File: src/hdl/fcd_pkg.sv
// Package: pin widths, command codes, operations and bus timing of the flash driver
package fcd_pkg;
  localparam int unsigned ADDR_W = 20;
  localparam int unsigned DATA_W = 16;
  localparam int unsigned CMD_W  = 8;

  // Unlock addresses, only bits 0..14 carry meaning
  localparam logic [14:0] UNLOCK_ADDR_1 = 15'h5555;
  localparam logic [14:0] UNLOCK_ADDR_2 = 15'h2AAA;
  localparam logic [CMD_W-1:0] UNLOCK_DATA_1 = 8'hAA;
  localparam logic [CMD_W-1:0] UNLOCK_DATA_2 = 8'h55;

  // Command codes written in the third (or sixth) cycle
  localparam logic [CMD_W-1:0] CMD_READ_RESET   = 8'hF0;
  localparam logic [CMD_W-1:0] CMD_ID_READ      = 8'h90;
  localparam logic [CMD_W-1:0] CMD_PROGRAM      = 8'hA0;
  localparam logic [CMD_W-1:0] CMD_ERASE_SETUP  = 8'h80;
  localparam logic [CMD_W-1:0] CMD_CHIP_ERASE   = 8'h10;
  localparam logic [CMD_W-1:0] CMD_SECTOR_ERASE = 8'h30;
  localparam logic [CMD_W-1:0] CMD_SUSPEND      = 8'hB0;
  localparam logic [CMD_W-1:0] CMD_RESUME       = 8'hD0;
  localparam logic [CMD_W-1:0] CMD_STATUS_READ  = 8'h70;
  localparam logic [CMD_W-1:0] CMD_CLEAR_STATUS = 8'h50;
  localparam logic [CMD_W-1:0] CMD_SLEEP        = 8'hC0;
  localparam logic [CMD_W-1:0] CMD_ABORT        = 8'hE0;

  // Sector field: lowest address bit and width
  localparam int unsigned SECTOR_LSB = 16;
  localparam int unsigned SECTOR_W   = 4;

  // Bus timing in ns and derived cycle counts at the system clock
  localparam int unsigned CLK_PERIOD_NS = 100;
  localparam int unsigned T_SETUP_NS    = 50;
  localparam int unsigned T_STROBE_W_NS = 100;
  localparam int unsigned T_ACCESS_NS   = 200;
  localparam int unsigned T_HOLD_NS     = 50;
  localparam logic [2:0] SETUP_CYC  = 3'((T_SETUP_NS + CLK_PERIOD_NS - 1) / CLK_PERIOD_NS);
  localparam logic [2:0] WSTRB_CYC  = 3'((T_STROBE_W_NS + CLK_PERIOD_NS - 1) / CLK_PERIOD_NS);
  localparam logic [2:0] ACCESS_CYC = 3'((T_ACCESS_NS + CLK_PERIOD_NS - 1) / CLK_PERIOD_NS);
  localparam logic [2:0] HOLD_CYC   = 3'((T_HOLD_NS + CLK_PERIOD_NS - 1) / CLK_PERIOD_NS);

  typedef enum logic [3:0] {
    OP_READ, OP_RESET_READ, OP_ID_CMD_READ, OP_ID_HV_READ, OP_PROGRAM,
    OP_CHIP_ERASE, OP_SECTOR_ERASE, OP_SUSPEND, OP_RESUME, OP_STATUS_READ,
    OP_CLEAR_STATUS, OP_SLEEP, OP_ABORT
  } fcd_op_e;

  typedef enum logic [1:0] {MODE_ARRAY, MODE_ID, MODE_STATUS} fcd_mode_e;
endpackage

File: src/hdl/fcd_bus_cycle.sv
// One asynchronous read or write cycle on the flash pins
module fcd_bus_cycle (
  input  wire logic                        i_clk_sys,
  input  wire logic                        i_rst_n,
  input  wire logic                        i_start,
  input  wire logic                        i_write,
  input  wire logic [fcd_pkg::ADDR_W-1:0]  i_addr,
  input  wire logic [fcd_pkg::DATA_W-1:0]  i_wdata,
  input  wire logic [fcd_pkg::DATA_W-1:0]  i_dq,
  output logic      [fcd_pkg::ADDR_W-1:0]  o_addr,
  output logic      [fcd_pkg::DATA_W-1:0]  o_dq,
  output logic                             o_dq_oe,
  output logic                             o_ce_n,
  output logic                             o_we_n,
  output logic                             o_oe_n,
  output logic      [fcd_pkg::DATA_W-1:0]  o_rdata,
  output logic                             o_done
);
  typedef enum logic [1:0] {PH_IDLE, PH_SETUP, PH_STROBE, PH_HOLD} fcd_phase_e;
  typedef struct packed {
    fcd_phase_e                 ph;
    logic [2:0]                 cnt;
    logic                       wr;
    logic [fcd_pkg::ADDR_W-1:0] addr;
    logic [fcd_pkg::DATA_W-1:0] wdata;
    logic                       dq_oe;
    logic                       ce_n;
    logic                       we_n;
    logic                       oe_n;
    logic [fcd_pkg::DATA_W-1:0] rdata;
    logic                       done;
  } fcd_cyc_s;

  fcd_cyc_s s_reg;
  fcd_cyc_s s_next;

  // Phase sequencing: address first, then strobe, then release
  always_comb begin
    s_next      = s_reg;
    s_next.done = 1'b0;
    case (s_reg.ph)
      PH_IDLE: begin
        if (i_start) begin
          s_next.wr    = i_write;
          s_next.addr  = i_addr;
          s_next.wdata = i_wdata;
          s_next.dq_oe = i_write;
          s_next.ce_n  = 1'b0;
          s_next.cnt   = fcd_pkg::SETUP_CYC - 3'h1;
          s_next.ph    = PH_SETUP;
        end
      end
      PH_SETUP: begin
        if (s_reg.cnt == 3'h0) begin
          // Address stable before write strobe falls  RULE_11
          s_next.we_n = ~s_reg.wr;
          s_next.oe_n = s_reg.wr;
          s_next.cnt  = (s_reg.wr ? fcd_pkg::WSTRB_CYC : fcd_pkg::ACCESS_CYC) - 3'h1;
          s_next.ph   = PH_STROBE;
        end else begin
          s_next.cnt = s_reg.cnt - 3'h1;
        end
      end
      PH_STROBE: begin
        if (s_reg.cnt == 3'h0) begin
          if (!s_reg.wr) begin
            s_next.rdata = i_dq;
          end
          // Data still driven as the write strobe rises  RULE_12
          s_next.we_n = 1'b1;
          s_next.oe_n = 1'b1;
          s_next.cnt  = fcd_pkg::HOLD_CYC - 3'h1;
          s_next.ph   = PH_HOLD;
        end else begin
          s_next.cnt = s_reg.cnt - 3'h1;
        end
      end
      PH_HOLD: begin
        if (s_reg.cnt == 3'h0) begin
          s_next.ce_n  = 1'b1;
          s_next.dq_oe = 1'b0;
          s_next.done  = 1'b1;
          s_next.ph    = PH_IDLE;
        end else begin
          s_next.cnt = s_reg.cnt - 3'h1;
        end
      end
      default: begin
        s_next.ph = PH_IDLE;
      end
    endcase
  end

  // State register
  always_ff @(posedge i_clk_sys) begin
    if (!i_rst_n) begin
      s_reg       <= '0;
      s_reg.ph    <= PH_IDLE;
      s_reg.ce_n  <= 1'b1;
      s_reg.we_n  <= 1'b1;
      s_reg.oe_n  <= 1'b1;
    end else begin
      s_reg <= s_next;
    end
  end

  // Pins straight from the state register
  assign o_addr  = s_reg.addr;
  assign o_dq    = s_reg.wdata;
  assign o_dq_oe = s_reg.dq_oe;
  assign o_ce_n  = s_reg.ce_n;
  assign o_we_n  = s_reg.we_n;
  assign o_oe_n  = s_reg.oe_n;
  assign o_rdata = s_reg.rdata;
  assign o_done  = s_reg.done;
endmodule

File: src/hdl/fcd_flash_host.sv
// Host controller that drives the flash command decoder through its pins
// Notes on behaviour
// RULE_01 - High voltage on address bit 9 makes reads return identifier words.
// RULE_02 - In high-voltage identifier mode only address bits 0 and 1 matter.
// RULE_03 - Bit 1 low: bit 0 low gives maker code, high gives part code.
// RULE_04 - Unlock then 90H; reads at 00H and 01H give identifier words.
// RULE_05 - Identifier mode ends only by the full read/reset sequence; here 70H, program, sector or chip erase and B0H end it too.
// RULE_06 - Unlock then F0H returns reads to array data.
// RULE_07 - Array mode holds until another valid command sequence is accepted.
// RULE_08 - Power-up state is array read; no program or erase starts spuriously.
// RULE_09 - Unlock is AAH to 5555H then 55H to 2AAAH, bits 0..14 compared.
// RULE_10 - Address bits 15..19 are don't care except program and sector addresses.
// RULE_11 - Program: unlock, A0H, then data to target; address latched at strobe fall.
// RULE_12 - Program data captured at the rising write strobe.
// RULE_13 - Sector erase: unlock, 80H, unlock, 30H at an address inside the sector.
// RULE_14 - Sector chosen only by address bits 16..19 of the last write.
// RULE_15 - Unlock then 70H; the next read returns status whatever the address.
// RULE_16 - Chip erase: unlock, 80H, unlock, 10H at the first unlock address.
// RULE_17 - Three-cycle commands: B0H, D0H, 50H, C0H, E0H.
// RULE_18 - A broken pattern is discarded and the read mode is kept.
module fcd_flash_host (
  input  wire logic                        i_clk_sys,
  input  wire logic                        i_rst_n,
  input  wire logic                        i_cmd_valid,
  input  wire fcd_pkg::fcd_op_e            i_cmd_op,
  input  wire logic [fcd_pkg::ADDR_W-1:0]  i_cmd_addr,
  input  wire logic [fcd_pkg::DATA_W-1:0]  i_cmd_data,
  output logic                             o_cmd_ready,
  output logic                             o_rsp_valid,
  output logic      [fcd_pkg::DATA_W-1:0]  o_rsp_data,
  output fcd_pkg::fcd_mode_e               o_read_mode,
  output logic      [fcd_pkg::ADDR_W-1:0]  o_addr,
  input  wire logic [fcd_pkg::DATA_W-1:0]  i_dq,
  output logic      [fcd_pkg::DATA_W-1:0]  o_dq,
  output logic                             o_dq_oe,
  output logic                             o_ce_n,
  output logic                             o_we_n,
  output logic                             o_oe_n,
  output logic                             o_identifier_high_voltage
);
  typedef enum logic [1:0] {ST_IDLE, ST_ISSUE, ST_WAIT} fcd_state_e;
  typedef struct packed {
    fcd_state_e                 st;
    fcd_pkg::fcd_op_e           op;
    logic [2:0]                 step;
    logic [fcd_pkg::ADDR_W-1:0] addr;
    logic [fcd_pkg::DATA_W-1:0] data;
    logic                       start;
    logic                       ready;
    logic                       hv;
    fcd_pkg::fcd_mode_e         mode;
    logic                       rsp_valid;
    logic [fcd_pkg::DATA_W-1:0] rsp_data;
  } fcd_host_s;

  fcd_host_s s_reg;
  fcd_host_s s_next;

  logic                       cyc_write;
  logic [fcd_pkg::ADDR_W-1:0] cyc_addr;
  logic [fcd_pkg::DATA_W-1:0] cyc_data;
  logic [2:0]                 last_step;
  logic [fcd_pkg::DATA_W-1:0] eng_rdata;
  logic                       eng_done;

  // Unlock write with bits 15..19 left at zero
  function automatic logic [fcd_pkg::ADDR_W-1:0] unlock_addr(input logic [14:0] a);
    unlock_addr = {5'h00, a}; // RULE_10
  endfunction

  // Bus cycle for the current step of the current operation
  always_comb begin
    cyc_write = 1'b1;
    cyc_addr  = unlock_addr(fcd_pkg::UNLOCK_ADDR_1);
    cyc_data  = {8'h00, fcd_pkg::UNLOCK_DATA_1};
    last_step = 3'h2;
    case (s_reg.op)
      fcd_pkg::OP_READ: begin
        last_step = 3'h0;
      end
      fcd_pkg::OP_ID_HV_READ: begin
        last_step = 3'h0;
      end
      fcd_pkg::OP_RESET_READ, fcd_pkg::OP_ID_CMD_READ, fcd_pkg::OP_STATUS_READ,
      fcd_pkg::OP_PROGRAM: begin
        last_step = 3'h3;
      end
      fcd_pkg::OP_CHIP_ERASE, fcd_pkg::OP_SECTOR_ERASE: begin
        last_step = 3'h5;
      end
      default: begin
        last_step = 3'h2;
      end
    endcase
    if (s_reg.op == fcd_pkg::OP_READ) begin
      cyc_write = 1'b0;
      cyc_addr  = s_reg.addr;
    end else if (s_reg.op == fcd_pkg::OP_ID_HV_READ) begin
      // Only bits 0 and 1 select the identifier word  RULE_02 RULE_03
      cyc_write = 1'b0;
      cyc_addr  = {18'h0, s_reg.addr[1:0]};
    end else begin
      // Four-cycle sequences end at step 3, so it takes the final branch
      case ((last_step == 3'h3 && s_reg.step == 3'h3) ? 3'h5 : s_reg.step)
        3'h0, 3'h3: begin
          cyc_addr = unlock_addr(fcd_pkg::UNLOCK_ADDR_1); // RULE_09
          cyc_data = {8'h00, fcd_pkg::UNLOCK_DATA_1};
        end
        3'h1, 3'h4: begin
          cyc_addr = unlock_addr(fcd_pkg::UNLOCK_ADDR_2); // RULE_09
          cyc_data = {8'h00, fcd_pkg::UNLOCK_DATA_2};
        end
        3'h2: begin
          case (s_reg.op)
            fcd_pkg::OP_RESET_READ:   cyc_data = {8'h00, fcd_pkg::CMD_READ_RESET}; // RULE_06
            fcd_pkg::OP_ID_CMD_READ:  cyc_data = {8'h00, fcd_pkg::CMD_ID_READ}; // RULE_04
            fcd_pkg::OP_PROGRAM:      cyc_data = {8'h00, fcd_pkg::CMD_PROGRAM}; // RULE_11
            fcd_pkg::OP_CHIP_ERASE:   cyc_data = {8'h00, fcd_pkg::CMD_ERASE_SETUP}; // RULE_16
            fcd_pkg::OP_SECTOR_ERASE: cyc_data = {8'h00, fcd_pkg::CMD_ERASE_SETUP}; // RULE_13
            fcd_pkg::OP_STATUS_READ:  cyc_data = {8'h00, fcd_pkg::CMD_STATUS_READ}; // RULE_15
            fcd_pkg::OP_SUSPEND:      cyc_data = {8'h00, fcd_pkg::CMD_SUSPEND}; // RULE_17
            fcd_pkg::OP_RESUME:       cyc_data = {8'h00, fcd_pkg::CMD_RESUME}; // RULE_17
            fcd_pkg::OP_CLEAR_STATUS: cyc_data = {8'h00, fcd_pkg::CMD_CLEAR_STATUS}; // RULE_17
            fcd_pkg::OP_SLEEP:        cyc_data = {8'h00, fcd_pkg::CMD_SLEEP}; // RULE_17
            default:                  cyc_data = {8'h00, fcd_pkg::CMD_ABORT}; // RULE_17
          endcase
        end
        default: begin
          if (s_reg.op == fcd_pkg::OP_CHIP_ERASE) begin
            cyc_data = {8'h00, fcd_pkg::CMD_CHIP_ERASE}; // RULE_16
          end else if (s_reg.op == fcd_pkg::OP_SECTOR_ERASE) begin
            cyc_addr = {s_reg.addr[fcd_pkg::SECTOR_LSB +: fcd_pkg::SECTOR_W],
                        16'h0000}; // RULE_14
            cyc_data = {8'h00, fcd_pkg::CMD_SECTOR_ERASE}; // RULE_13
          end else if (s_reg.op == fcd_pkg::OP_PROGRAM) begin
            cyc_addr = s_reg.addr; // RULE_11
            cyc_data = s_reg.data; // RULE_12
          end else begin
            // Fourth cycle of a read command is a read  RULE_04 RULE_06 RULE_15
            cyc_write = 1'b0;
            cyc_addr  = (s_reg.op == fcd_pkg::OP_ID_CMD_READ) ?
                        {19'h0, s_reg.addr[0]} : s_reg.addr;
          end
        end
      endcase
    end
  end

  // Sequencer: whole sequences only, never abandoned midway
  always_comb begin
    s_next           = s_reg;
    s_next.start     = 1'b0;
    s_next.rsp_valid = 1'b0;
    case (s_reg.st)
      ST_IDLE: begin
        if (i_cmd_valid) begin
          s_next.op    = i_cmd_op;
          s_next.addr  = i_cmd_addr;
          s_next.data  = i_cmd_data;
          s_next.step  = 3'h0;
          s_next.ready = 1'b0;
          s_next.hv    = (i_cmd_op == fcd_pkg::OP_ID_HV_READ); // RULE_01
          s_next.st    = ST_ISSUE;
        end
      end
      ST_ISSUE: begin
        s_next.start = 1'b1;
        s_next.st    = ST_WAIT;
      end
      ST_WAIT: begin
        if (eng_done) begin
          if (!cyc_write) begin
            s_next.rsp_data = eng_rdata;
          end
          if (s_reg.step == last_step) begin
            s_next.rsp_valid = 1'b1;
            s_next.ready     = 1'b1;
            s_next.hv        = 1'b0;
            s_next.st        = ST_IDLE;
            // Track the device read path after a complete sequence  RULE_18
            case (s_reg.op)
              fcd_pkg::OP_RESET_READ:  s_next.mode = fcd_pkg::MODE_ARRAY; // RULE_05 RULE_07
              fcd_pkg::OP_ID_CMD_READ: s_next.mode = fcd_pkg::MODE_ID;
              fcd_pkg::OP_STATUS_READ, fcd_pkg::OP_PROGRAM, fcd_pkg::OP_CHIP_ERASE,
              fcd_pkg::OP_SECTOR_ERASE, fcd_pkg::OP_SUSPEND:
                s_next.mode = fcd_pkg::MODE_STATUS;
              default: s_next.mode = s_reg.mode;
            endcase
          end else begin
            s_next.step = s_reg.step + 3'h1;
            s_next.st   = ST_ISSUE;
          end
        end
      end
      default: begin
        s_next.st = ST_IDLE;
      end
    endcase
  end

  // State register; reset assumes the device's power-up array mode
  always_ff @(posedge i_clk_sys) begin
    if (!i_rst_n) begin
      s_reg       <= '0;
      s_reg.st    <= ST_IDLE;
      s_reg.ready <= 1'b1;
      s_reg.mode  <= fcd_pkg::MODE_ARRAY; // RULE_08
    end else begin
      s_reg <= s_next;
    end
  end

  // Pin timing engine
  fcd_bus_cycle fcd_bus_cycle_inst (
    .i_clk_sys (i_clk_sys),
    .i_rst_n   (i_rst_n),
    .i_start   (s_reg.start),
    .i_write   (cyc_write),
    .i_addr    (cyc_addr),
    .i_wdata   (cyc_data),
    .i_dq      (i_dq),
    .o_addr    (o_addr),
    .o_dq      (o_dq),
    .o_dq_oe   (o_dq_oe),
    .o_ce_n    (o_ce_n),
    .o_we_n    (o_we_n),
    .o_oe_n    (o_oe_n),
    .o_rdata   (eng_rdata),
    .o_done    (eng_done)
  );

  // User-side outputs from the state register
  assign o_cmd_ready               = s_reg.ready;
  assign o_rsp_valid               = s_reg.rsp_valid;
  assign o_rsp_data                = s_reg.rsp_data;
  assign o_read_mode               = s_reg.mode;
  assign o_identifier_high_voltage = s_reg.hv;
endmodule

File: config.mk
export PLATFORM = sky130hd
export DESIGN_NAME = fcd_flash_host
export DESIGN_NICKNAME = d
export VERILOG_FILES = /design/src/hdl/fcd_pkg.sv /design/src/hdl/fcd_bus_cycle.sv /design/src/hdl/fcd_flash_host.sv
export SDC_FILE = /design/constraint.sdc
export NUM_CORES = 1
export LEC_CHECK = 0
export BUFFER_PORTS_ARGS = -buffer_cell sky130_fd_sc_hd__buf_2
export CAP_MARGIN = 25
export CORE_MARGIN = 3
export CORE_UTILIZATION = 30
export CTS_CLUSTER_DIAMETER = 50
export CTS_CLUSTER_SIZE = 12
export DETAILED_ROUTE_END_ITERATION = 7
export PLACE_DENSITY = 0.58
export REMOVE_ABC_BUFFERS = 1
export SETUP_SLACK_MARGIN = 0.2
export SYNTH_ARGS = -nofsm -noshare
export SYNTH_HDL_FRONTEND = slang
export SYNTH_HIERARCHICAL = 1
export SYNTH_SLANG_ARGS = --single-unit
File: constraint.sdc
create_clock -name i_clk_sys -period 5.4 [get_ports i_clk_sys]
set_input_delay 0.54 -clock i_clk_sys [delete_from_list [all_inputs] [get_ports i_clk_sys]]
set_output_delay 0.54 -clock i_clk_sys [all_outputs]
set_load 0.05 [all_outputs]
Word level (Yosys, flattened, before mapping):

Memories as Yosys holds them, arrays and structs flattened. A register that Yosys moved wholly into a read port is not among the register bits.
Index checks and enable logic that the tools add are counted.
W data, S select, Z words.

* ROM bits: 112
* bits in latches: 0
* RAM bits: 0
* output and inout bits: 61
* bits of input ports: 59
* register bits after elaboration: 130
* word-level logic and storage cells: 142
* memories: 2

Memories
* (no name shown): depth 16, width 4, read ports 1, clocked after Yosys merged registers in 1, write ports 0, RTL line fcd_flash_host.sv:114 `case (s_reg.op)`
* (no name shown): depth 16, width 3, read ports 1, clocked after Yosys merged registers in 1, write ports 0, RTL line fcd_flash_host.sv:77 `case (s_reg.op)`

* $mul: 0
* multiplexer cells: 54
* reductions and logical operators: 29
* divide/modulo/power cells: 0
* shifts and indexed selects: 0
* bitwise operators: 2
* $lt $le $gt $ge: 0
* eq/ne operators: 30
* add/subtract/negate cells: 3

Operators with widths (count)
* $mux W20: 6
* $mux W16: 7
* $pmux W16 S3: 1
* $mux W45: 1
* $mux W44: 1
* $pmux W20 S2: 1
* $mux W21: 1
* $pmux W5 S4: 1
* $mux W18: 1
* $mux W3: 6
* $eq A4 B3 Y1 const B: 4
* $mux W2: 8
* $mux W4: 4
* $reduce_and A4 Y1: 4
* $reduce_and A3 Y1: 5
* $eq A3 B2 Y1 const B: 4
* $eq A4 B2 Y1 const B: 3
* $pmux W2 S2: 3
* $pmux W2 S3: 2
* $ne A2 B2 Y1 const B: 5
* $reduce_and A2 Y1: 5
* $reduce_or A5 Y1: 2
* $mux W1: 9
* $ne A2 B1 Y1 const B: 4
* 20 further kinds: 30

Logic depth before layout (Yosys ltp):

* depth in word-level cells: 11
* mapped depth: 9
* depth with buffers taken out: 9

Modules after synthesis:

The synthesis kept the hierarchy.

By module, submodules not included
* fcd_flash_host: seq. area each 1481.4 µm², cells each 466, area each 3737.3 µm², times used 1
* fcd_bus_cycle: seq. area each 1261.2 µm², cells each 348, area each 2845.2 µm², times used 1

Worst setup path before layout:

OpenSTA, ideal clock, no wires.

* path type: input-to-reg
* start point: in i_cmd_valid
* end point: reg, netlist name last_step[0]
* library setup time: 0.117 ns
* stages on the path: 8
* required time: 5.283 ns
* path buffers: 1
* slack: 3.113 ns
* arrival: 2.170 ns
* cell sequence: nor3b_2 -> clkbuf_1 -> nand2_1 -> a21boi_1 -> inv_2 -> ha_1 -> nand2_1 -> a32o_1

* longest elaborated chain between the ends: 3

RTL lines
* from (decl): RTL line fcd_flash_host.sv:24 `input wire logic i_cmd_valid,`
* $reduce_and A2 Y1 (no source line)
* $mux W4 (no source line) (2 in a row)

No other way between the ends.
A chain may end at the register's enable or synchronous reset.

Final worst setup path:

* start point: reg s_reg[66] (netlist bit)
* end point: reg, netlist name last_step[0]

* longest elaborated chain between the ends: 4

RTL lines
* from (decl): RTL line fcd_flash_host.sv:56 `fcd_host_s s_reg;`
* from (signal assigned): RTL line fcd_flash_host.sv:209 `s_reg <= s_next;`
* $logic_not A2 Y1: RTL line fcd_flash_host.sv:154 `case (s_reg.st)`
* $reduce_and A2 Y1 (no source line)
* $mux W4 (no source line) (2 in a row)

No other way between the ends.

==> results by group <==
Run status
  • Outcome: complete, no violations

Power and ir drop
  • P per Cell Area: between 300 and 400 nW/um^2
  • Leakage: 3.11 nW
  • Worst vdd ir: 179 uV

Detailed routing
  • DR vias/cell: 4.59
  • TritonRoute pass-1 iters: 4
  • Drt drc: 0
  • Final wirelength: between 15,000 and 20,000 um
  • Avg WL per Cell: 14.1 um
  • Antenna Nets Post-Route: 0
  • Drt first-iter violations: 282
  • Total number of vias: 5,190

Finish
  • Final core utilization: a little over a third
  • Share of layout cells above drive strength 1: 21.3%
  • # diodes: 0
  • Filler-free cell count of the finished design: 1,131
  • Layout area overhead: 13.7%
  • Max reg flops: 46
  • Final net count: slightly above 900

Synthesis
  • Sequential-to-total area share from yosys stat: 41.7%
  • Share of Yosys cell area claimed by the top area cell type: 41.7%
  • Number of distinct library cells after synthesis: between 70 and 80
  • Mapped cell area: 6580 sq um
  • Synth area leader: dfxtp_1
  • Complex-gate fraction of the synthesized area: between 10% and 20%
  • YS warnings: 6
  • Post-synthesis adder-cell area fraction: 2.85%
  • Main combinational cell family by area after synthesis: simple AND/OR/NAND/NOR gates
  • Post-synth ARST share: 0%
  • Top cells by count, synth: 221 x nand2_1, 137 x dfxtp_1, 70 x buf_4, 67 x a21oi_1, 40 x a21boi_1
  • Xor and xnor fraction of the mapped netlist area: 0.665%
  • Syn avg cell area: 8.09 sq um
  • Prevailing post-synth register cell: dfxtp_1
  • EDFF count, synth: 0
  • Post-synthesis mux area share: less than 1%
  • Simple-gate share of the synthesized area: 22.4%
  • Post-Syn Instances: approximately 800
  • Flops & latches, synth: 137
  • Synth area leaders: dfxtp_1 42%, nand2_1 13%, buf_4 8.0%
  • Count leader, synth: nand2_1

Die
  • Row count: 53
  • Die Wd: 154 um
  • Die ar.: 23,800 sq um
  • Die height: 154 um
  • Top-level port count: 120
  • Core Box Area: 21,300 sq um
  • Initial core utilization: 30.9%

STA
  • Least-Margin Pin Slew: 0.876 ns
  • Max-slew violations: 0
  • Worst slew margin: 41.6%
  • Final setup margin: 2.66 ns
  • RSZ-0062 raised after global routing: no
  • Hold WS: 0.361 ns
  • Fin crit share: 50.8%
  • Fin. Hold Viols: 0
  • Setup tns final: 0 ns
  • Fmax: 0.364 GHz
  • Final setup vio count: 0
  • Worst Skew: 0.00625 ns
  • Min Tclk post-route: 2.74 ns

Global route
  • Largest net degree at the start of global routing: 51
  • First-pass GRT wire length: 25,700 um
  • Initial antenna violation count: 3
  • Vias in the first global route: 5,029
  • Grt total ovfl: 0
  • GRT Util Overall: 13.4%

Setup path
  • Crit Path Max Fanout: 25
  • WP data required: approximately 5.7 ns
  • R2R depth: 8
  • Startpoint Class: flip-flop
  • Critical Path Sink Type: flip-flop
  • Crit path kind: reg2reg
  • Worst EP arrival: 3.05 ns

Hold path
  • Hold WC Path Type: in2reg
  • Hold Path Cell Cnt: 3

Clocking
  • Clk slew on worst S/H paths: around 0.06 ns
  • Clock sinks: 137
  • H-Tree Depth: 4
  • Worst skew pair latency: 0.42 ns
  • Clock tree from TritonCTS: yes
  • Deepest clock path buffer count: 2
  • Root buf cell: clkbuf_16
  • Post-CTS setup buffers: 0
  • PostCTS Resize Cnt: 0
  • Hold_buf cts: 0
  • Num CTS Buffers: 17

Flow run
  • Max-cap viol count: 0

Placement
  • Setup WS pre-CTS: 2.37 ns
  • Detailed placer's ending HPWL: 10,800 um
  • GP Congestion: 0.780
  • Cells after DPL: 1,100
  • Buffers on Ports: 119
per-stage QoR:
step / instance area (sq um) / power (W)
3_5_place_dp: 6850 / 0.00167
5_1_grt: 7490 / 0.00306
4_1_cts: 7490 / 0.00295
6_report: 7490 / 0.00291
3_3_place_gp: 6850 / 0.00167
2_1_floorplan: 5850 / 0.00151
layer usage:
layer  track usage, %  part of all wire (%)  routed length, um
met1             17.4                    48               7630
met2             21.2                    45               7090
met3             4.39                   6.4               1030
met4             4.04                  0.74                118
met5                0                  0.26                 41
path summary, 6_finish.rpt:
path	startpoint	to	slack, ns
max	s_reg[66]$_SDFFE_PN0P_	last_step[0]$_DFF_P_	2.66
max reg2reg	s_reg[66]$_SDFFE_PN0P_	last_step[0]$_DFF_P_	2.66
min reg2reg	fcd_bus_cycle_inst/o_rdata[5]$_SDFFE_PN0P_	o_rsp_data[5]$_SDFFE_PN0P_	0.44
min	i_cmd_addr[14]	s_reg[52]$_SDFFE_PN0P_	0.36
layout by cell type, fill, tap and decap left out, types with 6 or more instances in the layout:
master and count:
a21boi_1 40, a21o_1 16, a21oi_1 67, and2_1 19, buf_2 119, buf_4 7
clkbuf_16 17, dfxtp_1 137, ha_1 15, inv_1 12, mux2i_1 6, nand2_1 221
nand3_1 22, nor2_1 19, nor2b_1 6, nor3_1 6, o21ai_1 21
critical path: stages, from the launching register on:
cell	delay, ns
dfxtp_1	0.40
or3b_1	0.61
buf_4	0.42
nand2_1	0.11
a21boi_1	0.32
inv_2	0.05
ha_1	0.40
nand2_1	0.07
a32o_1	0.25
final cells by class:
type,count,area [sq um]
tap,275,344
clock buffer,23,468
sequential,137,2740
timing repair buffer,126,648
multi-input combinational,545,3050
clock inverter,8,168
inverter,17,63.8
fill,2259,13800
report_power, final:
part | leakage, nW | internal [W] | switching (W)
combinational | 1.69 | 0.000175 | 0.000340
clock | 0.307 | 0.000840 | 0.000427
sequential | 1.11 | 0.00108 | 0.0000473
total | 3.11 | 0.00210 | 0.000814
cell families (layout without fill, tap and decap cells):
| kind of cell | Yosys count | after routing |
|---|---|---|
| simple gates | 326 | 326 |
| xor+xnor | 5 | 5 |
| compound gates | 193 | 193 |
| flops | 137 | 137 |
| fa+ha+maj | 15 | 15 |
| buf+inv | 132 | 174 |
| mux | 6 | 6 |
(Power assumes the default switching activity.)
